## config.mk

```make
export PLATFORM = sky130hd
export DESIGN_NAME = eeprom_prog_ctrl
export DESIGN_NICKNAME = d
export VERILOG_FILES = /design/src/shared/eeprom_prog_pkg.sv /design/src/verilog/eeprom_prog_ctrl.sv
export SDC_FILE = /design/constraint.sdc
export NUM_CORES = 1
export LEC_CHECK = 0
export BUFFER_PORTS_ARGS = -buffer_cell sky130_fd_sc_hd__buf_2
export CAP_MARGIN = 20
export CORE_MARGIN = 5
export CORE_UTILIZATION = 63
export CTS_CLUSTER_DIAMETER = 150
export DETAILED_ROUTE_END_ITERATION = 7
export PLACE_DENSITY = 0.79
export SETUP_SLACK_MARGIN = 0.3
export SLEW_MARGIN = 20
export SYNTH_ARGS = -nofsm -noshare
export SYNTH_HDL_FRONTEND = slang
export SYNTH_SLANG_ARGS = --single-unit
```

## constraint.sdc

```tcl
create_clock -name core_clk -period 4 [get_ports core_clk]
set_input_delay 0.2 -clock core_clk [delete_from_list [all_inputs] [get_ports core_clk]]
set_output_delay 0.2 -clock core_clk [all_outputs]
set_load 0.01 [all_outputs]
```

## src/shared/eeprom_prog_pkg.sv

```systemverilog
// constants and types of the serial eeprom command and program control
package eeprom_prog_pkg;
  // word and frame geometry
  localparam int ADDR_W = 6;
  localparam int DATA_W = 16;
  localparam int OP_W   = 2;
  localparam int HDR_W  = OP_W + ADDR_W;
  localparam int CNT_W  = 5;
  localparam int WORDS  = 1 << ADDR_W;

  // opcodes following the start bit
  localparam logic [OP_W-1:0] OP_MISC  = 2'h0;
  localparam logic [OP_W-1:0] OP_WRITE = 2'h1;
  localparam logic [OP_W-1:0] OP_READ  = 2'h2;
  localparam logic [OP_W-1:0] OP_ERASE = 2'h3;

  // top address bits telling the shared-opcode commands apart
  localparam logic [1:0] SUB_DISABLE   = 2'h0;
  localparam logic [1:0] SUB_FILL_ALL  = 2'h1;
  localparam logic [1:0] SUB_CLEAR_ALL = 2'h2;
  localparam logic [1:0] SUB_ENABLE    = 2'h3;

  // self-timed cycle: longest time, rounded down to whole clocks
  localparam int CLK_PERIOD_NS    = 5;
  localparam int PROG_TIME_MS     = 10;
  localparam int NS_PER_MS        = 1000000;
  localparam int PROG_CYCLES_DFLT = PROG_TIME_MS * NS_PER_MS / CLK_PERIOD_NS;

  // control states
  typedef enum logic [2:0] {
    ST_IDLE,
    ST_HEADER,
    ST_DATA,
    ST_ARMED,
    ST_READ,
    ST_IGNORE,
    ST_BUSY
  } ctrl_state_type;

  // pending array operation
  typedef enum logic [1:0] {
    ACT_WRITE,
    ACT_ERASE,
    ACT_CLEAR_ALL,
    ACT_FILL_ALL
  } prog_act_type;
endpackage : eeprom_prog_pkg

```

## src/verilog/eeprom_prog_ctrl.sv

```systemverilog
// serial eeprom command decode, write protection and self-timed program cycle
// Summary of operation
// - select fall after a full write starts a self-timed clear-and-store.
// - self-timed cycles finish with no shift clock edges at all.
// - host may reselect during or after a cycle and poll status.
// - word program includes its own clear; no prior erase needed.
// - select fall after erase and address clears only that word.
// - erased word reads back all ones.
// - reset leaves program and erase disabled.
// - enabled state holds until reset or program disable.
// - while disabled every program or erase command leaves the array alone.
// - reads work whether programming is enabled or not.
// - select fall after clear-all sets every bit to one.
// - select fall after fill-all and data writes data everywhere.
// - fill-all needs no prior clear-all.
// - select falling outside that window starts no cycle.
// - status output low while busy, high when ready.
// - command, address and data sampled on rising shift clock.
// - frame is start bit one, opcode, address, then data.
// - dummy one on serial input floats the output at next clock fall.
module eeprom_prog_ctrl
  import eeprom_prog_pkg::*;
#(
  parameter int PROG_CYCLES = eeprom_prog_pkg::PROG_CYCLES_DFLT
) (
  // clock and reset
  input  wire logic core_clk,
  input  wire logic rst_b,
  // serial pins from the host
  input  wire logic chip_select,
  input  wire logic shift_clock,
  input  wire logic serial_in,
  // serial output, three-state
  output logic      serial_out,
  output logic      serial_out_en
);
  import eeprom_prog_pkg::*;

  localparam int TIMER_W = $clog2(PROG_CYCLES + 1);

  // pin synchronisers
  logic cs_s1, cs_s2, cs_d;
  logic sk_s1, sk_s2, sk_d;
  logic di_s1, di_s2;
  logic sk_rise, sk_fall, cs_fall;

  // control state
  ctrl_state_type             state, next_state;
  prog_act_type               act, next_act;
  logic [CNT_W-1:0]           bit_cnt, next_bit_cnt;
  logic [HDR_W-1:0]           hdr, next_hdr, hdr_new;
  logic [DATA_W-1:0]          wdata, next_wdata;
  logic [DATA_W-1:0]          rd_shift, next_rd_shift;
  logic [TIMER_W-1:0]         timer, next_timer;
  logic                       prog_enabled, next_prog_enabled;
  logic                       status_on, next_status_on;
  logic                       hiz_pend, next_hiz_pend;
  logic                       next_serial_out, next_serial_out_en;
  logic                       commit;

  // nonvolatile array
  logic [DATA_W-1:0]          mem [WORDS];
  logic [DATA_W-1:0]          next_mem [WORDS];

  // two flops before any logic, third for edge finding
  always_ff @(posedge core_clk or negedge rst_b) begin
    if (!rst_b) begin
      cs_s1 <= 1'h0;
      cs_s2 <= 1'h0;
      cs_d  <= 1'h0;
      sk_s1 <= 1'h0;
      sk_s2 <= 1'h0;
      sk_d  <= 1'h0;
      di_s1 <= 1'h0;
      di_s2 <= 1'h0;
    end else begin
      cs_s1 <= chip_select;
      cs_s2 <= cs_s1;
      cs_d  <= cs_s2;
      sk_s1 <= shift_clock;
      sk_s2 <= sk_s1;
      sk_d  <= sk_s2;
      di_s1 <= serial_in;
      di_s2 <= di_s1;
    end
  end

  // edges of the synchronised pins
  assign sk_rise = sk_s2 & ~sk_d;
  assign sk_fall = ~sk_s2 & sk_d;
  assign cs_fall = ~cs_s2 & cs_d;
  assign commit  = (state == ST_BUSY) && (timer == '0);
  assign hdr_new = {hdr[HDR_W-2:0], di_s2};

  // next values of the command engine
  always_comb begin
    next_state         = state;
    next_act           = act;
    next_bit_cnt       = bit_cnt;
    next_hdr           = hdr;
    next_wdata         = wdata;
    next_rd_shift      = rd_shift;
    next_timer         = timer;
    next_prog_enabled  = prog_enabled;
    next_status_on     = status_on;
    next_hiz_pend      = hiz_pend;
    next_serial_out    = serial_out;
    unique case (state)
      ST_IDLE: begin
        if (cs_s2 && sk_rise && di_s2) begin
          next_state   = ST_HEADER;
          next_bit_cnt = '0;
        end
      end
      ST_HEADER: begin
        if (sk_rise) begin
          next_hdr     = hdr_new;
          next_bit_cnt = bit_cnt + CNT_W'(1);
          if (bit_cnt == CNT_W'(HDR_W - 1)) begin
            next_bit_cnt = '0;
            unique case (hdr_new[HDR_W-1 -: OP_W])
              OP_READ: begin
                next_rd_shift   = mem[hdr_new[ADDR_W-1:0]];
                next_serial_out = 1'h0;
                next_state      = ST_READ;
              end
              OP_WRITE: begin
                next_act   = ACT_WRITE;
                next_state = ST_DATA;
              end
              OP_ERASE: begin
                next_act   = ACT_ERASE;
                next_state = ST_ARMED;
              end
              OP_MISC: begin
                next_state = ST_IGNORE;
                unique case (hdr_new[ADDR_W-1 -: 2])
                  SUB_ENABLE:  next_prog_enabled = 1'h1;
                  SUB_DISABLE: next_prog_enabled = 1'h0;
                  SUB_CLEAR_ALL: begin
                    next_act   = ACT_CLEAR_ALL;
                    next_state = ST_ARMED;
                  end
                  SUB_FILL_ALL: begin
                    next_act   = ACT_FILL_ALL;
                    next_state = ST_DATA;
                  end
                endcase
              end
            endcase
          end
        end
      end
      ST_DATA: begin
        if (sk_rise) begin
          next_wdata   = {wdata[DATA_W-2:0], di_s2};
          next_bit_cnt = bit_cnt + CNT_W'(1);
          if (bit_cnt == CNT_W'(DATA_W - 1)) begin
            next_state = ST_ARMED;
          end
        end
      end
      ST_ARMED: begin
        if (sk_rise) begin
          next_state = ST_IGNORE;
        end
      end
      ST_READ: begin
        if (sk_rise) begin
          next_serial_out = rd_shift[DATA_W-1];
          next_rd_shift   = {rd_shift[DATA_W-2:0], 1'h0};
        end
      end
      ST_IGNORE: next_state = ST_IGNORE;
      ST_BUSY: begin
        // runs on the core clock alone, shift clock ignored
        next_timer = timer - TIMER_W'(1);
        if (commit) begin
          next_state     = ST_IDLE;
          next_status_on = 1'h1;
          next_hiz_pend  = 1'h0;
        end
      end
    endcase
    // select fall ends the frame, starting a cycle only when armed
    if (cs_fall && state != ST_BUSY) begin
      next_state = ST_IDLE;
      if (state == ST_ARMED) begin
        next_status_on = 1'h1;
        if (prog_enabled) begin
          next_state = ST_BUSY;
          next_timer = TIMER_W'(PROG_CYCLES - 1);
        end
      end
    end
    // status polling and its release by a dummy one
    if (status_on && cs_s2) begin
      next_serial_out = (state != ST_BUSY);
      if (sk_rise && di_s2) begin
        next_hiz_pend = 1'h1;
      end
      if (hiz_pend && sk_fall) begin
        next_status_on = 1'h0;
        next_hiz_pend  = 1'h0;
      end
    end
    next_serial_out_en = cs_s2 && (next_status_on || next_state == ST_READ);
  end

  // registers of the command engine, reset leaves writes disabled
  always_ff @(posedge core_clk or negedge rst_b) begin
    if (!rst_b) begin
      state         <= ST_IDLE;
      act           <= ACT_WRITE;
      bit_cnt       <= '0;
      hdr           <= '0;
      wdata         <= '0;
      rd_shift      <= '0;
      timer         <= '0;
      prog_enabled  <= 1'h0;
      status_on     <= 1'h0;
      hiz_pend      <= 1'h0;
      serial_out    <= 1'h0;
      serial_out_en <= 1'h0;
    end else begin
      state         <= next_state;
      act           <= next_act;
      bit_cnt       <= next_bit_cnt;
      hdr           <= next_hdr;
      wdata         <= next_wdata;
      rd_shift      <= next_rd_shift;
      timer         <= next_timer;
      prog_enabled  <= next_prog_enabled;
      status_on     <= next_status_on;
      hiz_pend      <= next_hiz_pend;
      serial_out    <= next_serial_out;
      serial_out_en <= next_serial_out_en;
    end
  end

  // array update at the end of the self-timed cycle
  always_comb begin
    for (int i = 0; i < WORDS; i++) begin
      next_mem[i] = mem[i];
      if (commit) begin
        unique case (act)
          ACT_CLEAR_ALL: next_mem[i] = {DATA_W{1'h1}};
          ACT_FILL_ALL:  next_mem[i] = wdata;
          default: begin
            if (i == int'(hdr[ADDR_W-1:0])) begin
              // auto clear folded into the store
              next_mem[i] = (act == ACT_WRITE) ? wdata : {DATA_W{1'h1}};
            end
          end
        endcase
      end
    end
  end

  // array storage, kept across reset
  always_ff @(posedge core_clk) begin
    mem <= next_mem;
  end

  // checks
  AST_ENABLE_CAUSE: assert property (@(posedge core_clk) disable iff (!rst_b)
    $rose(prog_enabled) |-> $past(state == ST_HEADER && sk_rise && hdr_new[HDR_W-1 -: OP_W]
      == OP_MISC && hdr_new[ADDR_W-1 -: 2] == SUB_ENABLE))
    else $error("enable set without enable command");
  AST_DISABLE_CAUSE: assert property (@(posedge core_clk) disable iff (!rst_b)
    $fell(prog_enabled) |-> $past(state == ST_HEADER && hdr_new[ADDR_W-1 -: 2] == SUB_DISABLE))
    else $error("enable cleared without disable command");
  AST_REFUSE: assert property (@(posedge core_clk) disable iff (!rst_b)
    state == ST_ARMED && cs_fall && !prog_enabled |=> state == ST_IDLE && status_on)
    else $error("cycle started while disabled");
  AST_START: assert property (@(posedge core_clk) disable iff (!rst_b)
    state == ST_ARMED && cs_fall && prog_enabled |=> state == ST_BUSY
      && timer == TIMER_W'(PROG_CYCLES - 1))
    else $error("armed command did not start cycle");
  AST_SELF_TIMED: assert property (@(posedge core_clk) disable iff (!rst_b)
    state == ST_BUSY && timer != '0 |=> state == ST_BUSY && timer == $past(timer) - TIMER_W'(1))
    else $error("self-timed cycle left early");
  AST_WINDOW: assert property (@(posedge core_clk) disable iff (!rst_b)
    state == ST_ARMED && sk_rise && !cs_fall |=> state == ST_IGNORE ##1 !(state == ST_BUSY))
    else $error("late select fall still armed");
  AST_BUSY_STATUS: assert property (@(posedge core_clk) disable iff (!rst_b)
    status_on && cs_s2 && state == ST_BUSY |=> !serial_out)
    else $error("status not low while busy");
  AST_FLOAT: assert property (@(posedge core_clk) disable iff (!rst_b)
    status_on && hiz_pend && cs_s2 && sk_fall && state != ST_READ |=> !serial_out_en)
    else $error("output not released after dummy one");
  AST_STORE: assert property (@(posedge core_clk) disable iff (!rst_b)
    commit && act == ACT_ERASE |=> mem[hdr[ADDR_W-1:0]] == {DATA_W{1'h1}})
    else $error("erased word not all ones");
endmodule : eeprom_prog_ctrl

```

==> impl_metrics.toml <==
[sta]
hold_slack_ps = 160
relSlewSlack_pct = 31.0
fin_ws_ps = 664
drv_slew = 0
worstMarginPinSlew_ps = 1030
timing.final.crit_share_pct = 83.4
period_needed_ps = 3340
finalClockSkew_ps = 24.7
setup_tns_ps = 0
max_freq_ghz = 0.300
hold_viol = 0
rsz0062_at_grt = "false"
setup_violations = 0

[power_and_ir_drop]
vdd.ir_drop.worst_mv = 0.327
intPower_mw = 18.6
p_sw_mw = 5.64
power.total_mw = 24.3
p_per_area_mw_per_mm2 = 499
leakagePower_nw = 13.5
pwr-share-clk_pct = 39.2
p_comb_share_pct = 8.6
p_seq_share_pct = 52.2
swShare_pct = 23.2

[placement]
placed_area_mm2 = 0.0454
io_buffers = 6
hpwl_mm = 62.9
routabilityCongestion = 0.923
pre_cts_slack_ps = 786
dp_cells = 3191

[synth]
synth_top_family_by_area = "multiplexers"
yosys-top-cells-count = "1,024 x edfxtp_1, 226 x mux4_2, 99 x nor2_1, 91 x mux2i_1, 87 x a21oi_1"
yosys.area.top_type_share_pct = 70.5
synth-adder-area-share_pct = 0.344
syn_inst = 2260
async_reset_ff_share_pct = 7.50
synthSimpleGateAreaFrac_pct = 3.57
synth_edf_count = 1024
yosysMostFrequentCell = "edfxtp_1"
netlist_top_cells_area = "edfxtp_1 70%, mux4_2 12%, dfrtp_1 4.8%, mux2i_1 2.1%, a21oi_1 1.0%"
synth_top_flop_cell = "edfxtp_1"
synth-seq-cells = 1107
synth_compound_area_share_pct = 4.41
ys_types = 61
yosysWarnings = 0
synth.net_count = 2277
syn_area_per_cell_um2 = 19.3
syn_area_mm2 = 0.0436
synth.area.mux_share_pct = 14.3
synth_top_area_cell = "edfxtp_1"
synth-seq-area-share_pct = 75.2
synth_xor_area_share_pct = 0.341

[grt]
grt_pass1_vias = 23200
met1_usage_pct = 41.8
busiest_layer = "met2"
grt_pass1_wl_mm = 157
grt_use_met3_pct = 6.97
grt-ovfl-total = 0
grt_use_total_pct = 28.7
antenna_found_initial = 1
grt_max_degree = 84
use_met2_pct = 44.5

[cts]
cts_buffer_depth = 3
tritoncts = "yes"
clk_latency_ps = 680
clk_pin_slew_ps = 60
cts_root_buf = "clkbuf_16"
htreeDepth = 3
cts_setup_buffers = 0
cts.sinks = 1107
cts_resized = 0
cts_buffers = 107
hold_buffers = 4

[drt]
vias_per_cell = 6.86
wl_per_cell_um = 31.1
via_count = 23300
first_pass_iters = 6
drtIter0Drc = 3831
ant_nets = 0
drc_errors = 0
postRouteWirelength_mm = 106

[worst_setup_path]
cp.required_ps = 4550
crit_cells = 6
cp_max_fo = 54
cp_cell_sequence = "buf_4, mux4_2, mux2i_1, o21ai_0, nand3_1, o21ai_1"
setup.worst_path.end_class = "flop"
path_buf_inv = 1
startpoint_type = "flop"
crit_type = "flop to flop"
critPathTopFamily = "flip-flops"
r2r_cells = 6
crit_slowest_cell = "dfrtp_4"
slowest_delay_ps = 1030
arrival_ps = 3890

[layout]
fin_area_mm2 = 0.0487
area_growth_syn_to_layout_pct = 11.6
instances_no_fill = 3391
fin_nets = 2390
drive_gt1_share_pct = 23.1
fillers = 3973
final_core_util_pct = 71.0

[job]
maxCapViolCount = 0

[floorplanning]
die_area_mm2 = 0.0746
ios = 7
chipWidth_um = 273
die_height_um = 273
core_region_area_mm2 = 0.0686
initial_core_util_pct = 63.6
rows = 96

[min_path]
hp-class = "input pin to async pin"

[outcome]
outcome = "complete, no violations"
==> placed cells by master, fill, tap and decap left out, drive strengths merged, types with 32 or more instances in the layout <==
master and count:
a21oi 87, a22oi 32, buf 143, clkbuf 136, clkinv 48, dfrtp 83
edfxtp 1024, inv 33, mux2i 91, mux4 226, nand2 83, nor2 99
o21ai 44
==> layout make-up <==
| cell class | count | area, um^2 | share of cell area, % |
|---|---|---|---|
| Sequential cell | 1107 | 32800 | 67.5 |
| Multi-Input combinational cell | 981 | 10100 | 20.7 |
| Clock buffer | 136 | 2820 | 5.79 |
| Timing Repair Buffer | 147 | 1190 | 2.45 |
| Tap cell | 931 | 1160 | 2.39 |
| Clock inverter | 59 | 463 | 0.951 |
| Inverter | 29 | 109 | 0.224 |
| Antenna cell | 1 | 2.50 | 0.00514 |
==> path summary, 6_finish.rpt <==
kind                            startpoint          end  slack (ps)
worst max-delay path                hdr[1]  rd_shift[7]         660
worst min-delay path                 rst_b   bit_cnt[1]         160
worst max register to register      hdr[1]  rd_shift[7]         660
worst min register to register       sk_s1        sk_s2         360
max in group asynchronous            rst_b        di_s2        3230
min in group core_clk            serial_in        di_s1         180
==> sequential cells by signal, summed over array words and instances, names as in the netlist, 2 cells and up <==
name      count
hdr           7
wdata        16
bit_cnt       5
timer        21
state         3
rd_shift     16
act           2
mem        1024
==> metal layers <==
metal	vias to the layer above	routed length [um]
met2	1672	50300
met3	250	12900
met4	2	3910
li1	9450	-
met1	11900	38500
met5	-	12
==> worst register-to-register path: stages, from the launching register on <==
cell and delay, ps:
dfrtp_4 1030, buf_4 710, mux4_2 430, mux2i_1 440
o21ai_0 170, nand3_1 300, o21ai_1 120
==> cell families (layout without fill, tap and decap cells) <==
group	Yosys count	count (layout)
AO/OA/AOI/OAI	296	296
XOR/XNOR	17	17
adder cells (fa/ha/maj)	12	12
buffers and inverters	172	371
flip-flops	1107	1107
multiplexers	339	339
other	0	1
AND/OR/NAND/NOR	317	317
==> power groups by stage <==
stage,clock network [mW],registers [mW],logic (mW)
after global placement,0,12.9,2.01
after detailed placement,0,12.9,2.03
final,9.52,12.7,2.08
after CTS,9.60,12.7,2.04
after floorplan,0,12.7,1.54
after global routing,10.1,12.7,2.16
No activity file was read; power rests on OpenSTA's default activity.
